## src/design/uie_pkg.sv

```systemverilog
// package of offsets, field layouts, reset values and types for the interrupt enable block
package uie_pkg;

  // register byte offsets on the avalon slave
  localparam logic [7:0]  OFS_INT_ENABLE = 8'h04;  // interrupt_enable
  localparam logic [7:0]  OFS_FIFO_LEVEL = 8'h08;  // rx and rts trigger level codes
  localparam logic [7:0]  OFS_INT_STATUS = 8'h1c;  // sticky event flags, write one to clear

  // interrupt_enable field positions
  localparam int BIT_RX_DMA    = 15;
  localparam int BIT_TX_DMA    = 14;
  localparam int BIT_AUTO_CTS  = 13;
  localparam int BIT_AUTO_RTS  = 12;
  localparam int BIT_TOUT_CNT  = 11;
  localparam int BIT_LIN_BRK   = 8;
  localparam int BIT_WAKE      = 6;
  localparam int BIT_BUF_ERR   = 5;
  localparam int BIT_RX_TOUT   = 4;
  localparam int BIT_MODEM     = 3;
  localparam int BIT_LINE_STS  = 2;
  localparam int BIT_TX_EMPTY  = 1;
  localparam int BIT_RX_AVAIL  = 0;

  // fifo level register field positions
  localparam int LVL_W         = 4;
  localparam int RX_LVL_LSB    = 4;
  localparam int RTS_LVL_LSB   = 16;

  // reset values
  localparam logic [31:0] IER_RST = 32'h0000_0000;
  localparam logic [31:0] FLV_RST = 32'h0000_0000;
  localparam logic [31:0] STS_RST = 32'h0000_0000;

  // implemented bits; everything else reads as zero
  localparam logic [31:0] IER_MASK_FULL = 32'h0000_f97f;
  localparam logic [31:0] IER_MASK_LITE = 32'h0000_0937;
  localparam logic [31:0] STS_MASK_FULL = 32'h0000_013f;
  localparam logic [31:0] STS_MASK_LITE = 32'h0000_0137;
  localparam logic [31:0] FLV_MASK_FULL = 32'h000f_00f0;
  localparam logic [31:0] FLV_MASK_LITE = 32'h0000_00f0;

  // channel instance that lacks dma, flow control, wake-up and modem interrupt
  localparam int CH_LITE = 2;

  // trigger level codes and their byte counts
  localparam logic [3:0] LVL_CODE_1  = 4'h0;
  localparam logic [3:0] LVL_CODE_4  = 4'h1;
  localparam logic [3:0] LVL_CODE_8  = 4'h2;
  localparam logic [3:0] LVL_CODE_14 = 4'h3;
  localparam logic [3:0] LVL_CODE_30 = 4'h4;
  localparam logic [3:0] LVL_CODE_46 = 4'h5;
  localparam logic [5:0] LVL_B1      = 6'h01;
  localparam logic [5:0] LVL_B4      = 6'h04;
  localparam logic [5:0] LVL_B8      = 6'h08;
  localparam logic [5:0] LVL_B14     = 6'h0e;
  localparam logic [5:0] LVL_B30     = 6'h1e;
  localparam logic [5:0] LVL_B46     = 6'h2e;
  localparam logic [5:0] LVL_B62     = 6'h3e;

  // bus handshake states, one-hot
  typedef enum logic [1:0] {
    BUS_IDLE = 2'b01,
    BUS_ACK  = 2'b10
  } uie_bus_st_t;

  // event pulses from the rest of the channel
  typedef struct packed {
    logic lin_break;
    logic buf_err;
    logic rx_timeout;
    logic modem;
    logic line_status;
    logic tx_empty;
  } uie_evt_t;

  // feature enables handed to the rest of the channel
  typedef struct packed {
    logic rx_dma_en;
    logic tx_dma_en;
    logic timeout_cnt_en;
    logic lin_break_int_enable;
  } uie_ctl_t;

endpackage

```

## src/design/uie_lvl_dec.sv

```systemverilog
// trigger level code to byte count decoder
`timescale 1ns/1ps
module uie_lvl_dec
  import uie_pkg::*;
(
  input  wire logic [3:0] code,        // level code from software
  input  wire logic       high_speed,  // channel runs the deep fifo
  output logic      [5:0] bytes        // byte count that trips the level
);

  // codes above 14 bytes only exist on the deep fifo; normal speed saturates at 14
  always_comb begin
    unique case (code)
      LVL_CODE_1:  bytes = LVL_B1;
      LVL_CODE_4:  bytes = LVL_B4;
      LVL_CODE_8:  bytes = LVL_B8;
      LVL_CODE_14: bytes = LVL_B14;
      LVL_CODE_30: bytes = high_speed ? LVL_B30 : LVL_B14;
      LVL_CODE_46: bytes = high_speed ? LVL_B46 : LVL_B14;
      default:     bytes = high_speed ? LVL_B62 : LVL_B14;
    endcase
  end

endmodule

```

## src/design/uie_ctrl.sv

```systemverilog
// interrupt enable and feature enable register block of one uart channel
//
// Contract
// - enable register at 0x04, resets zero
// - bit 15 switches receive dma service
// - bit 14 switches transmit dma service
// - bit 13: transmit waits for cts
// - bit 12: drop rts at trigger level
// - bit 11 switches receive time-out counter
// - bit 8 gates lin break interrupt
// - bit 6: cts change wakes power-down
// - bit 5 gates buffer error interrupt
// - bit 4 gates receive time-out interrupt
// - bit 3 gates modem status interrupt
// - bit 2 gates line status interrupt
// - bit 1 gates transmit empty interrupt
// - bit 0 gates receive data interrupt
// - third channel lacks dma, flow, wake, modem
// - rts level codes map to byte counts
// - rx level match sets data flag
`timescale 1ns/1ps
module uie_ctrl
  import uie_pkg::*;
#(
  parameter int         CHANNEL    = 0,     // channel instance number
  parameter logic       HIGH_SPEED = 1'b0,  // deep fifo with 30/46/62 byte levels
  parameter int         CNT_W      = 7      // width of the rx fifo byte count
)
(
  input  wire logic              mclk,
  input  wire logic              sys_rst,
  input  wire logic [7:0]        avs_address,
  input  wire logic              avs_read,
  input  wire logic              avs_write,
  input  wire logic [31:0]       avs_writedata,
  input  wire logic [3:0]        avs_byteenable,
  output logic      [31:0]       avs_readdata,
  output logic                   avs_waitrequest,
  input  wire uie_pkg::uie_evt_t evt,
  input  wire logic [CNT_W-1:0]  rx_fifo_count,
  input  wire logic              cts_n,
  input  wire logic              power_down,
  output uie_pkg::uie_ctl_t      ctl,
  output logic                   tx_permit,
  output logic                   rts_n,
  output logic                   wake_req,
  output logic                   irq
);

  import uie_pkg::*;

  // the lite channel simply has no flops behind its missing bits
  localparam logic        IS_LITE  = (CHANNEL == CH_LITE);
  localparam logic [31:0] IER_MASK = IS_LITE ? IER_MASK_LITE : IER_MASK_FULL;
  localparam logic [31:0] STS_MASK = IS_LITE ? STS_MASK_LITE : STS_MASK_FULL;
  localparam logic [31:0] FLV_MASK = IS_LITE ? FLV_MASK_LITE : FLV_MASK_FULL;

  // register state
  logic [31:0]   ier_r;         // interrupt_enable
  logic [31:0]   flv_r;         // fifo trigger level codes
  logic [31:0]   sts_r;         // sticky event flags
  logic [31:0]   sts_nxt;       // next value of the flags
  uie_bus_st_t   bus_st_r;      // bus handshake state
  logic [31:0]   rdata_r;       // captured read data
  logic          wait_r;        // waitrequest flop
  logic          cts_prev_r;    // cts seen last cycle, for change detect
  logic          wake_r;        // wake request flop
  logic          irq_r;         // interrupt line flop
  logic          permit_r;      // transmit permission flop
  logic          rts_n_r;       // rts line flop
  uie_ctl_t      ctl_r;         // feature enables flop

  // decode helpers
  logic [31:0]   be_mask;       // byteenable widened to bits
  logic [31:0]   wr_bits;       // write data under the byte mask
  logic          wr_fire;       // write accepted this edge
  logic          hit_ier;       // address hits interrupt_enable
  logic          hit_flv;       // address hits the level register
  logic          hit_sts;       // address hits the status register
  logic [31:0]   rd_mux;        // read data before capture
  logic [31:0]   set_vec;       // event set pulses by flag position
  logic [5:0]    rx_lvl_bytes;  // decoded rx interrupt level
  logic [5:0]    rts_lvl_bytes; // decoded rts level
  logic [CNT_W-1:0] rx_lvl_cnt; // rx level at count width
  logic [CNT_W-1:0] rts_lvl_cnt;// rts level at count width
  logic          rx_lvl_hit;    // fifo count sits at rx level
  logic          rts_over;      // fifo count at or above rts level

  // avalon slave decode
  // one fixed wait state keeps the decode shallow; throughput is one
  // access every two cycles, ample for a configuration register, and the
  // read mux gets a whole cycle to settle before it is captured

  // byte lanes, so software can poke one byte without a read-modify-write
  always_comb begin
    for (int i = 0; i < 4; i++) begin
      be_mask[8*i +: 8] = {8{avs_byteenable[i]}};
    end
  end

  assign wr_bits = avs_writedata & be_mask;
  assign hit_ier = (avs_address == OFS_INT_ENABLE);
  assign hit_flv = (avs_address == OFS_FIFO_LEVEL);
  assign hit_sts = (avs_address == OFS_INT_STATUS);

  // a write lands on the edge at which the master sees waitrequest low
  assign wr_fire = (bus_st_r == BUS_ACK) && avs_write;

  // read mux; unmapped addresses and reserved bits read as zero
  always_comb begin
    rd_mux = 32'h0000_0000;
    if (hit_ier) begin
      rd_mux = ier_r & IER_MASK;
    end else if (hit_flv) begin
      rd_mux = flv_r & FLV_MASK;
    end else if (hit_sts) begin
      rd_mux = sts_r & STS_MASK;
    end
  end

  // handshake: one wait cycle, then waitrequest low for exactly one cycle
  always_ff @(posedge mclk) begin
    if (sys_rst) begin
      bus_st_r <= BUS_IDLE;
      wait_r   <= 1'b1;
    end else begin
      unique case (bus_st_r)
        BUS_IDLE: begin
          if (avs_read || avs_write) begin
            bus_st_r <= BUS_ACK;
            wait_r   <= 1'b0;
          end
        end
        BUS_ACK: begin
          // the master drops its request after this edge
          bus_st_r <= BUS_IDLE;
          wait_r   <= 1'b1;
        end
      endcase
    end
  end

  // read data captured together with the falling waitrequest and held after
  always_ff @(posedge mclk) begin
    if (sys_rst) begin
      rdata_r <= 32'h0000_0000;
    end else if (bus_st_r == BUS_IDLE && avs_read) begin
      rdata_r <= rd_mux;
    end
  end

  // software registers
  // writes are masked by the implemented-bit pattern of this channel, so
  // reserved and absent bits can never be set and always read back zero;
  // byte lanes let one field change without touching its neighbours

  // interrupt_enable; unimplemented bits never leave zero
  always_ff @(posedge mclk) begin
    if (sys_rst) begin
      ier_r <= IER_RST;
    end else if (wr_fire && hit_ier) begin
      ier_r <= ((ier_r & ~be_mask) | wr_bits) & IER_MASK;
    end
  end

  // level register: rx interrupt level and rts level codes
  always_ff @(posedge mclk) begin
    if (sys_rst) begin
      flv_r <= FLV_RST;
    end else if (wr_fire && hit_flv) begin
      flv_r <= ((flv_r & ~be_mask) | wr_bits) & FLV_MASK;
    end
  end

  // trigger levels
  // both level fields share one code table, so one decoder module serves both, one instance per field;
  // the decoders are combinational but feed flops only, so their depth
  // never reaches an output pin

  // rx interrupt level decode
  uie_lvl_dec u_rx_lvl (
    .code       (flv_r[RX_LVL_LSB +: LVL_W]),
    .high_speed (HIGH_SPEED),
    .bytes      (rx_lvl_bytes)
  );

  // rts level decode
  uie_lvl_dec u_rts_lvl (
    .code       (flv_r[RTS_LVL_LSB +: LVL_W]),
    .high_speed (HIGH_SPEED),
    .bytes      (rts_lvl_bytes)
  );

  // count width is a parameter, so the byte counts are resized explicitly
  assign rx_lvl_cnt  = CNT_W'(rx_lvl_bytes);
  assign rts_lvl_cnt = CNT_W'(rts_lvl_bytes);
  assign rx_lvl_hit  = (rx_fifo_count == rx_lvl_cnt);
  assign rts_over    = (rx_fifo_count >= rts_lvl_cnt);

  // sticky event flags
  // flags share the bit layout of interrupt_enable, so the interrupt term
  // is a plain bitwise and; software clears a flag by writing a one to it
  // and an event in the clearing cycle keeps its flag set

  // event pulses placed at the same positions as their enable bits
  always_comb begin
    set_vec               = 32'h0000_0000;
    set_vec[BIT_RX_AVAIL] = rx_lvl_hit;
    set_vec[BIT_TX_EMPTY] = evt.tx_empty;
    set_vec[BIT_LINE_STS] = evt.line_status;
    set_vec[BIT_MODEM]    = evt.modem;
    set_vec[BIT_RX_TOUT]  = evt.rx_timeout;
    set_vec[BIT_BUF_ERR]  = evt.buf_err;
    set_vec[BIT_LIN_BRK]  = evt.lin_break;
  end

  // per flag: a set in the clearing cycle wins, so no event is lost
  genvar g;
  generate
    for (g = 0; g < 32; g++) begin : g_flag
      always_comb begin
        if (!STS_MASK[g]) begin
          sts_nxt[g] = 1'b0;
        end else if (set_vec[g]) begin
          sts_nxt[g] = 1'b1;
        end else if (wr_fire && hit_sts && wr_bits[g]) begin
          sts_nxt[g] = 1'b0;
        end else begin
          sts_nxt[g] = sts_r[g];
        end
      end
    end
  endgenerate

  // flag storage
  always_ff @(posedge mclk) begin
    if (sys_rst) begin
      sts_r <= STS_RST;
    end else begin
      sts_r <= sts_nxt;
    end
  end

  // interrupt line
  // a level, not a pulse: it stays high while any unmasked flag is set,
  // so a slow handler cannot miss an event; masking a flag hides it from
  // the line but leaves the flag itself set for polling

  // one level line; each enable bit gates the flag of the same position.
  // registered, so the line follows a flag change by one cycle
  always_ff @(posedge mclk) begin
    if (sys_rst) begin
      irq_r <= 1'b0;
    end else begin
      irq_r <= |(sts_r & ier_r & STS_MASK);
    end
  end

  // feature enables
  // enables reach the rest of the channel one cycle after the write lands;
  // the extra flop keeps the register fan-out off the bus timing path,
  // and absent features of the third channel simply see a constant zero

  // dma, time-out counter and lin enables handed to the channel
  always_ff @(posedge mclk) begin
    if (sys_rst) begin
      ctl_r <= '0;
    end else begin
      ctl_r.rx_dma_en            <= ier_r[BIT_RX_DMA];
      ctl_r.tx_dma_en            <= ier_r[BIT_TX_DMA];
      ctl_r.timeout_cnt_en       <= ier_r[BIT_TOUT_CNT];
      ctl_r.lin_break_int_enable <= ier_r[BIT_LIN_BRK];
    end
  end

  // flow control
  // cts and rts are active low at the pins; both paths are registered, so
  // each reacts one cycle after its input or enable changes; with the
  // enables clear the transmitter runs free and rts stays asserted

  // transmit permission: with auto cts the sender waits for cts low.
  // a byte already on the wire is not cut off; the sender checks per byte
  always_ff @(posedge mclk) begin
    if (sys_rst) begin
      permit_r <= 1'b1;
    end else begin
      permit_r <= !ier_r[BIT_AUTO_CTS] || !cts_n;
    end
  end

  // rts deasserted while the fifo sits at or above its level, so the
  // line stays off even if a byte arrives before the far end reacts
  always_ff @(posedge mclk) begin
    if (sys_rst) begin
      rts_n_r <= 1'b0;
    end else begin
      rts_n_r <= ier_r[BIT_AUTO_RTS] && rts_over;
    end
  end

  // wake-up
  // a change of cts in either direction counts; the pin is taken as
  // synchronous, so a raw asynchronous pin needs a synchroniser in front;
  // the request lasts one cycle and is raised only in power-down

  // previous cts level for change detect
  always_ff @(posedge mclk) begin
    if (sys_rst) begin
      // follow the pin in reset too, so release never shows a false edge
      cts_prev_r <= cts_n;
    end else begin
      cts_prev_r <= cts_n;
    end
  end

  // either edge of cts in power-down raises a one-cycle wake request
  always_ff @(posedge mclk) begin
    if (sys_rst) begin
      wake_r <= 1'b0;
    end else begin
      wake_r <= ier_r[BIT_WAKE] && power_down && (cts_n != cts_prev_r);
    end
  end

  // outputs, all straight from flops
  // no output passes through logic after its flop, so the block adds
  // nothing to the input paths of whatever sits beside it; each output
  // has exactly one driving register above
  assign avs_readdata    = rdata_r;
  assign avs_waitrequest = wait_r;
  assign ctl             = ctl_r;
  assign tx_permit       = permit_r;
  assign rts_n           = rts_n_r;
  assign wake_req        = wake_r;
  assign irq             = irq_r;

endmodule

```

## config.mk

```make
export PLATFORM = sky130hd
export DESIGN_NAME = uie_ctrl
export DESIGN_NICKNAME = d
export VERILOG_FILES = /design/src/design/uie_pkg.sv /design/src/design/uie_lvl_dec.sv /design/src/design/uie_ctrl.sv
export SDC_FILE = /design/constraint.sdc
export NUM_CORES = 1
export LEC_CHECK = 0
export BUFFER_PORTS_ARGS = -buffer_cell sky130_fd_sc_hd__buf_2
export CAP_MARGIN = 15
export CORE_MARGIN = 2
export CORE_UTILIZATION = 47
export CTS_BUF_LIST = sky130_fd_sc_hd__clkbuf_4
export DETAILED_ROUTE_END_ITERATION = 10
export PLACE_DENSITY = 0.86
export SLEW_MARGIN = 40
export SYNTH_ARGS = -nofsm -noshare
export SYNTH_HDL_FRONTEND = slang
export SYNTH_HIERARCHICAL = 1
export SYNTH_SLANG_ARGS = --single-unit
```

## constraint.sdc

```tcl
create_clock -name mclk -period 1.7 [get_ports mclk]
set_input_delay 0.17 -clock mclk [delete_from_list [all_inputs] [get_ports mclk]]
set_output_delay 0.17 -clock mclk [all_outputs]
set_load 0.005 [all_outputs]
```

==> results of run 1 <==
power breakdown:
part           internal [mW]  total (mW)  switching [mW]
Sequential              1.35        1.37          0.0212
Clock                  0.605        1.13           0.526
Combinational          0.123       0.297           0.174
Total                   2.08        2.80           0.721
Yosys cell counts (2+ instances only):
cell type / instances / area share
dfxtp_1: 57 / 0.39
nand4_1: 35 / 0.074
a21oi_1: 33 / 0.056
o31ai_1: 24 / 0.061
nor2_1: 15 / 0.019
buf_4: 14 / 0.036
clkbuf_1: 13 / 0.017
inv_1: 13 / 0.017
nand2_1: 13 / 0.017
buf_2: 8 / 0.014
a22oi_1: 7 / 0.018
a311oi_1: 7 / 0.021
xnor2_1: 7 / 0.021
ha_1: 6 / 0.025
nor3_1: 6 / 0.010
o2bb2ai_1: 6 / 0.018
nand3_1: 5 / 0.0085
nor2b_1: 5 / 0.011
and4b_1: 4 / 0.014
nand3b_1: 4 / 0.010
buf_6: 3 / 0.011
nand2b_1: 3 / 0.0064
nand4b_1: 3 / 0.0089
a211o_2: 2 / 0.0068
nor2_2: 2 / 0.0042
nor4_1: 2 / 0.0042
nor4b_1: 2 / 0.0059
nor4bb_1: 2 / 0.0068
o21ai_0: 2 / 0.0034
or3_2: 2 / 0.0051
or3_4: 2 / 0.0076
per-layer routing:
metal,vias to the layer above,track usage,wire [um]
met2,185,0.356,3620
met3,14,0.0368,716
met1,1376,0.312,3470
met4,0,0.113,146
li1,1405,-,-
met5,-,0,0
final timing paths:
kind,slack (ns),to
setup / recovery,0.06,rts_n
hold / removal,0.004,flip-flop
setup reg to reg,0.06,rts_n
hold reg to reg,0.46,avs_readdata[18]
what timing repair did:
action | 4_1_cts | 5_1_grt
setup endpoints to repair | 0 | 1
gates resized for setup | 0 | 3
hold buffers | 8 | 0
hold endpoints to repair | 9 | 0
cell families (layout without fill, tap and decap cells):
kind of cell    count (synthesis)  in the layout  share of synthesized area
simple gates                  119            119                      0.263
compound gates                 89             89                      0.207
flops                          57             57                      0.387
buf+inv                        53            123                     0.0963
xor+xnor                        7              7                     0.0208
fa+ha+maj                       6              6                     0.0254
other cells                     1             16                    0.00127
layout make-up:
type / count / area share
inverters: 14 / 0.0146
clock buffers: 10 / 0.0208
clock inverters: 6 / 0.0229
repair buffers: 93 / 0.155
well taps: 75 / 0.0261
flip-flops and latches: 57 / 0.318
multi-input cells: 237 / 0.443
worst reg2reg max path: stages (launching register included):
cell	delay [ns]
dfxtp_2	0.36
or3_4	0.37
nor2_2	0.09
ha_1	0.22
nand2b_1	0.16
a211oi_2	0.22
o31ai_1	0.10
metrics by stage:
stage	hold slack, ns	total power, mW	util	area [um2]
2_1_floorplan	0.198	1.57	-	3010
3_3_place_gp	0.316	1.67	0.560	3360
3_5_place_dp	0.316	1.68	0.560	3360
4_1_cts	0.00739	2.80	0.600	3590
5_1_grt	0.00639	2.89	0.601	3600
6_report	0.00388	2.80	0.601	3600
==> metrics.txt, run 1 <==
status=complete, no violations; core area=roughly 6000 um2; 1st-pass router iterations=6; critical path cell sequence=or3_4 -> nor2_2 -> ha_1 -> nand2b_1 -> a211oi_2 -> o31ai_1; root buffer cell=clkbuf_4; cell depth of the worst min-delay path=3; Filler Cell Count=between 500 and 600; Synth Register Bits=57; clock buffer count from CTS=9; Worst-Skew Late Latency=approximately 0.42 ns; drt total wl=between 7000 and 8000 um; GRT overflow=0; multi-input logic area=1600 um2; Die W=83.2 um; row cnt=28; detailed-route via count=between 2k and 3k; Worst path depth=6; gr usage total=0.230; Setup Viol. Count Final=0; detailed placement HPWL=5660 um; area of the mapped netlist=2950 um2; Worst Slack Setup Final=0.0558 ns; Final ANT Viol Nets=0; DRT iter0 DRCs=231; WP buf/inv=0; LEAKAGE=1.41 nW; largest net degree at the start of global routing=49; ant diodes=0; die area=6930 um2; fin. max-slew vios=0; most common cell after layout, fill and taps aside=buf_2; FFs w/ async S/R, synth=0; Crit-path slowest cell=or3_4; shortest period the worst path allows=1.64 ns; sequential area share after synthesis=0.387; share of cells above drive strength 1=0.283; fin cells=between 400 and 500; average cell area after synthesis=8.89 um2; post-CTS setup buffer count=0; maximum clock frequency=0.608 GHz; first-pass GRT wire length=roughly 13000 um; endpoint class of the critical path=flip-flop; critical path peak fanout=6; initial antenna violation count=0; Max clock buf depth=2; GPL Wtd Cong=~0.87; Sequential Area=1140 um2; class of the worst hold path=input pin to flip-flop; IO Pins=104; CTS tree=done; Critical Path Max Stage Delay=0.37 ns; DR vias/cell=6.06; CTS H-tree lvls=3; Initial Util=0.492; clock skew=0.0195 ns; Post-Place Cells=468; Post-route DRC=0; CTS Sinks=57; Worst VDD drop=0.000534 V; pwr/cell area=~800 nW/um2; fin crit share=0.967; CP delay by family, top=simple AND/OR/NAND/NOR gates; post-synthesis cell type count=56; die height=83.2 um; number of global-route vias before repair=2754; most common flop cell mapped by yosys=dfxtp_1; clk slew on worst S/H paths=0.10 ns; Place WS=0.0618 ns; WP data arrival=1.94 ns; Max-Cap Viols=0; mean routed wirelength per cell=16.2 um; Fin. Hold Viols=0; min-delay src=avs_writedata[17]; Area growth syn-to-layout=22.1%; number of enable flip-flop cells after synthesis=0; TNS Setup=0 ns; R2R cell count=6; PortBufs=74; Ys Warns=6; CP Launch Type=flip-flop; most frequent cells in the layout=74 x buf_2, 55 x dfxtp_1, 35 x nand4_1, 33 x a21oi_1, 24 x o31ai_1; Critical Path RT=2.00 ns; Nets=481; Syn Inst Count=332; Setup Crit Path Kind=flip-flop to flip-flop
Power figures use the tool's default switching activity.
==> inputs of run 2 (changes only) <==
--- a/config.mk
+++ b/config.mk
@@ -8,10 +8,10 @@
 export BUFFER_PORTS_ARGS = -buffer_cell sky130_fd_sc_hd__buf_2
 export CAP_MARGIN = 15
 export CORE_MARGIN = 2
-export CORE_UTILIZATION = 47
+export CORE_UTILIZATION = 46
 export CTS_BUF_LIST = sky130_fd_sc_hd__clkbuf_4
 export DETAILED_ROUTE_END_ITERATION = 10
-export PLACE_DENSITY = 0.86
+export PLACE_DENSITY = 0.85
 export SLEW_MARGIN = 40
 export SYNTH_ARGS = -nofsm -noshare
 export SYNTH_HDL_FRONTEND = slang
==> run 2 against run 1 <==
Effect of this change:
- first-iteration DRC count is 23% higher
- clock power is 16% lower
- critical path depth did not move
- combinational power shrank 2%
- register-to-register slack better by 0.06 ns
- final area down 1.4%
- die area grew 2.1%
- clock skew shrank 0.010 ns
- sequential cell count is the same
- global-route usage shrank 0.33 points
- hold slack better by 0.019 ns
==> metrics.txt, run 2 (same netlist as run 1, synthesis figures left out) <==
status=complete, no violations; fin. max-slew vios=0 (unchanged); IO Pins=104 (unchanged); row cnt=29 (+3.6%); die height=84.1 um (+1.0%); Setup Viol. Count Final=0 (unchanged); Post-route DRC=0 (unchanged); detailed-route via count=2946 (-1.1%); CP Launch Type=flip-flop; die area=7070 um2 (+2.1%); class of the worst hold path=input pin to flip-flop; RSZ-0062 raised after global routing=no; Max clock buf depth=2 (unchanged); Gate power share=0.111 (+0.005); Initial Util=0.470 (-0.0225); Critical Path Max Stage Delay=0.37 ns (about the same); critical path cell sequence=or3_4 -> nor2_2 -> ha_1 -> nand2b_1 -> a211oi_2 -> o31ai_1; shortest period the worst path allows=1.58 ns (-0.0623 ns); fin crit share=0.930 (-0.0367); Max-Cap Viols=0 (unchanged); CTS Sinks=57 (unchanged); hold slack=0.0224 ns (+0.0186 ns); post-CTS setup buffer count=0 (unchanged); Fin. Hold Viols=0 (unchanged); initial antenna violation count=0 (unchanged); largest net degree at the start of global routing=32 (-35%); most frequent cells in the layout=74 x buf_2, 56 x dfxtp_1, 35 x nand4_1, 33 x a21oi_1, 24 x o31ai_1; first-pass GRT wire length=12800 um (-1.4%); Area growth syn-to-layout=20.3%; DR vias/cell=5.99 (-1.1%); NetSw=0.679 mW (-5.8%); Final ANT Viol Nets=0 (unchanged); WP data arrival=1.87 ns (-0.07 ns); clk slew on worst S/H paths=0.10 ns (about the same); drt total wl=7930 um (-0.24%); TNS Setup=0 ns (unchanged); Die W=84.1 um (+1.0%); share of cells above drive strength 1=0.284 (+0.00136); number of global-route vias before repair=2666 (-3.2%); root buffer cell=clkbuf_4; detailed placement HPWL=5760 um (+1.7%); Nets=480 (-0.21%); clock power share=0.364 (-0.040); met2 usage in global routing=0.354 (-0.00204); LEAKAGE=1.40 nW (-1.4%); gr usage total=0.227 (-0.00330); GRT met3 Usage=0.0406 (+0.00377); GRT overflow=0 (unchanged); Crit-path slowest cell=dfxtp_4; 1st-pass router iterations=6 (unchanged); Worst-Skew Late Latency=0.39 ns (-0.03 ns); Setup Crit Path Kind=flip-flop to flip-flop; clock skew=0.00906 ns (-0.0105 ns); Sequential Area=1140 um2 (+0.11%); clock buffer count from CTS=9 (unchanged); most common cell after layout, fill and taps aside=buf_2; WP buf/inv=0 (unchanged); DRT iter0 DRCs=284 (+23%); pwr/cell area=736 nW/um2 (-5.3%); critical path peak fanout=6 (unchanged); CTS tree=done; internal power=1.93 mW (-7.0%); switching part of the total=0.260 (+0.00237); Seq pwr share=0.525 (+0.035); met1 Track Usage GR=0.307 (-0.00510); Critical Path RT=1.99 ns (about the same); endpoint class of the critical path=flip-flop; CTS H-tree lvls=3 (unchanged); PortBufs=74 (unchanged); CP delay by family, top=simple AND/OR/NAND/NOR gates; GPL Wtd Cong=0.923 (+6.5%); grt peak-use layer=met2; multi-input logic area=1600 um2 (unchanged); Worst VDD drop=0.000410 V (-23%); mean routed wirelength per cell=16.1 um (-0.24%); Filler Cell Count=579 (+8.2%); ant diodes=0 (unchanged); maximum clock frequency=0.632 GHz (+3.9%); core area=6280 um2 (+4.8%)
## run 2: cell types whose count changed in the layout (fill, tap and decap cells not counted)
cell / delta
bufinv_16: -1
dfxtp_4: +1
dfxtp_1: +1
clkinv_4: -1
dfxtp_2: -2
buf_12: -1
dlygate4sd3_1: -2
clkbuf_4: +1
clkinv_2: +1
buf_4: +2
clkinv_1: -1
## run 2: worst register-to-register path, stage by stage, from the launching register on
cell and delay (ns):
dfxtp_4 0.37, or3_4 0.37, nor2_2 0.10, ha_1 0.23, nand2b_1 0.15, a211oi_2 0.19
o31ai_1 0.08
## run 2: path summary, 6_finish.rpt
path	from	to	slack [ns]	cells after the start
setup / recovery	flip-flop	rts_n	0.12	6
hold / removal	avs_writedata[18]	flip-flop	0.02	3
setup reg to reg	flip-flop	rts_n	0.12	6
hold reg to reg	avs_readdata[11]	avs_readdata[11]	0.45	2
## run 2: through the flow
stage	power, mW	cells	setup WS (ns)	area (um2)	util
floorplan	1.57	347	0.120	3010	-
CTS	2.62	492	0.0725	3540	0.564
detailed placement	1.67	471	0.0852	3350	0.534
global placement	1.67	471	0.111	3350	0.534
global route	2.73	492	0.0141	3550	0.565
finish	2.61	492	0.118	3550	0.565
## run 2: cell type report
cell class	instances	share of cell area
tap	77	0.0271
timing repair buffer	92	0.150
sequential	57	0.323
clock inverter	4	0.0127
inverter	14	0.0148
clock buffer	11	0.0233
multi-input combinational	237	0.449
## run 2: repair_timing
action                     4_1_cts  5_1_grt
hold endpoints to repair         7        0
resized for setup                0        3
setup endpoints to repair        0        1
hold buffers                     6        0
## run 2: layer usage
metal / wire (um) / share of wire
met5: 0 / 0
met4: 97 / 0.012
met3: 627 / 0.079
met2: 3640 / 0.46
met1: 3560 / 0.45
## run 2: power by group through the flow
stage	Clock (mW)	Combinational, mW	Sequential, mW
floorplan	0	0.176	1.39
detailed placement	0	0.270	1.40
global placement	0	0.265	1.40
CTS	0.961	0.283	1.37
finish	0.952	0.291	1.37
global route	1.04	0.316	1.37
==> inputs of run 3 (changes only) <==
--- a/config.mk
+++ b/config.mk
@@ -5,13 +5,14 @@
 export SDC_FILE = /design/constraint.sdc
 export NUM_CORES = 1
 export LEC_CHECK = 0
-export BUFFER_PORTS_ARGS = -buffer_cell sky130_fd_sc_hd__buf_2
 export CAP_MARGIN = 15
 export CORE_MARGIN = 2
 export CORE_UTILIZATION = 46
 export CTS_BUF_LIST = sky130_fd_sc_hd__clkbuf_4
 export DETAILED_ROUTE_END_ITERATION = 10
-export PLACE_DENSITY = 0.85
+export DONT_BUFFER_PORTS = 1
+export PLACE_DENSITY = 0.7
+export SETUP_SLACK_MARGIN = 0.5
 export SLEW_MARGIN = 40
 export SYNTH_ARGS = -nofsm -noshare
 export SYNTH_HDL_FRONTEND = slang
==> run 3 against run 2 <==
Effect of this change:
- critical path depth is the same
- die area is the same
- hold slack lost 0.015 ns
- clock power grew 20%
- setup slack lost 0.0041 ns
- first-iteration DRC count grew 30%
- global-route usage grew 2.0 points
- sequential cell count is the same
- count of clock-buffer cells in the layout shrank 1
- sequential share of layout area shrank 3.0 points
- fmax shrank 0.26%
- largest cell class unchanged
==> metrics.txt, run 3 (same netlist as run 1, synthesis figures left out) <==
status=complete, no violations; gr usage total=0.247 (+0.0195); TNS Setup=0 ns (unchanged); shortest period the worst path allows=1.59 ns (+0.00415 ns); CP Launch Type=flip-flop; DRT iter0 DRCs=368 (+30%); most frequent cells in the layout=50 x dfxtp_1, 39 x dlygate4sd3_1, 35 x nand4_1, 24 x a21oi_1, 16 x conb_1; Nets=452 (-5.8%); switching part of the total=0.255 (-0.00448); Worst Slack Setup Final=0.114 ns (-0.00415 ns); core area=6280 um2 (unchanged); number of global-route vias before repair=2781 (+4.3%); Max-Cap Viols=0 (unchanged); detailed placement HPWL=5470 um (-5.0%); Worst VDD drop=0.000545 V (+33%); class of the worst hold path=input pin to flip-flop; clock buffer count from CTS=9 (unchanged); pwr/cell area=713 nW/um2 (-3.1%); Die W=84.1 um (unchanged); Initial Util=0.470 (unchanged); GPL Wtd Cong=0.834 (-9.7%); clock skew=0.0174 ns (+0.00835 ns); endpoint class of the critical path=flip-flop; Seq pwr share=0.480 (-0.045); CTS H-tree lvls=3 (unchanged); Sequential Area=1160 um2 (+1.7%); detailed-route via count=2953 (+0.24%); GRT overflow=0 (unchanged); Post-route DRC=0 (unchanged); internal power=2.12 mW (+9.5%); Max clock buf depth=2 (unchanged); critical path peak fanout=5 (-1); ant diodes=0 (unchanged); 1st-pass router iterations=5 (-1); Worst-Skew Late Latency=0.42 ns (+0.03 ns); die height=84.1 um (unchanged); Gate power share=0.119 (+0.008); Area growth syn-to-layout=35.1%; most common cell after layout, fill and taps aside=dfxtp_1; largest net degree at the start of global routing=43 (+34%); first-pass GRT wire length=14000 um (+9.2%); DR vias/cell=6.35 (+6.1%); LEAKAGE=1.36 nW (-2.4%); multi-input logic area=1890 um2 (+18%); WP buf/inv=2 (+2); IO Pins=104 (unchanged); clk slew on worst S/H paths=0.10 ns (about the same); initial antenna violation count=0 (unchanged); Crit-path slowest cell=or3_2; Filler Cell Count=498 (-14%); die area=7070 um2 (unchanged); drt total wl=9360 um (+18%); share of cells above drive strength 1=0.286 (+0.00175); Critical Path Max Stage Delay=0.45 ns (+0.08 ns); CTS Sinks=57 (unchanged); row cnt=29 (unchanged); NetSw=0.726 mW (+6.9%); PortBufs=0 (-100%); mean routed wirelength per cell=20.1 um (+25%); Fin. Hold Viols=0 (unchanged); Critical Path RT=1.99 ns (about the same); WP data arrival=1.88 ns (about the same); clock power share=0.401 (+0.037); Setup Viol. Count Final=0 (unchanged); root buffer cell=clkbuf_4; RSZ-0062 raised after global routing=yes; Final ANT Viol Nets=0 (unchanged); maximum clock frequency=0.631 GHz (-0.26%); Setup Crit Path Kind=flip-flop to flip-flop; fin. max-slew vios=0 (unchanged); CP delay by family, top=simple AND/OR/NAND/NOR gates; Place WS=0.126 ns (+0.0409 ns); CTS tree=done; critical path cell sequence=buf_4 -> or3_2 -> inv_2 -> ha_4 -> nor2_1 -> o31ai_1; fin crit share=0.933 (+0.00244)
run 3: cell types whose count changed in the layout (fill, tap and decap cells not counted), moves of 7 or more:
cell	previous run	this run
nand2_1	13	4
buf_6	0	13
buf_2	74	1
o31ai_1	24	13
a21oi_2	0	9
a21oi_1	33	24
dlygate4sd3_1	6	39
o31ai_2	0	7
run 3: layout make-up:
class / instances / area share
Multi-Input combinational cell: 238 / 0.473
Clock buffer: 10 / 0.0188
Sequential cell: 57 / 0.292
Inverter: 14 / 0.0132
Clock inverter: 6 / 0.0207
Tap cell: 77 / 0.0242
Timing Repair Buffer: 63 / 0.158
run 3: metal layers:
metal  global-route usage  part of all wire  vias to the layer above
met5                    0                 0                        -
met4                0.120             0.036                        0
met3               0.0890              0.10                       37
met2                0.374              0.46                      204
met1                0.309              0.40                     1361
li1                     -                 -                     1351
run 3: worst paths after layout:
kind / start / slack, ns / cells past startpoint / to
worst max-delay path: flip-flop / 0.11 / 6 / rts_n
worst max register to register: flip-flop / 0.11 / 6 / rts_n
worst min-delay path: avs_address[5] / 0.007 / 2 / avs_readdata[6]
worst min register to register: flip-flop / 0.47 / 2 / wake_req
run 3: metrics by stage:
step / utilization / instance area, um2 / cells / power [mW] / hold slack [ns]
floorplan: - / 3040 / 347 / 1.57 / 0.198
global placement: 0.469 / 2950 / 391 / 1.55 / 0.198
detailed placement: 0.469 / 2950 / 391 / 1.55 / 0.198
CTS: 0.587 / 3690 / 460 / 2.80 / 0.00245
global route: 0.635 / 3990 / 465 / 2.92 / 0.0102
finish: 0.635 / 3990 / 465 / 2.84 / 0.00738
run 3: power groups by stage:
stage	Sequential (mW)	Combinational, mW	Clock (mW)
after global placement	1.40	0.146	0
after CTS	1.36	0.284	1.15
after detailed placement	1.40	0.149	0
after floorplan	1.39	0.183	0
after global routing	1.37	0.356	1.20
final	1.37	0.338	1.14
run 3: timing repair:
item | CTS | global route
pin swaps | 32 | 51
resized for setup | 31 | 61
buffers inserted | 13 | 2
hold buffers | 39 | 1
gates cloned | 1 | 2
endpoints found under the hold margin | 55 | 1
setup endpoints to repair | 47 | 48
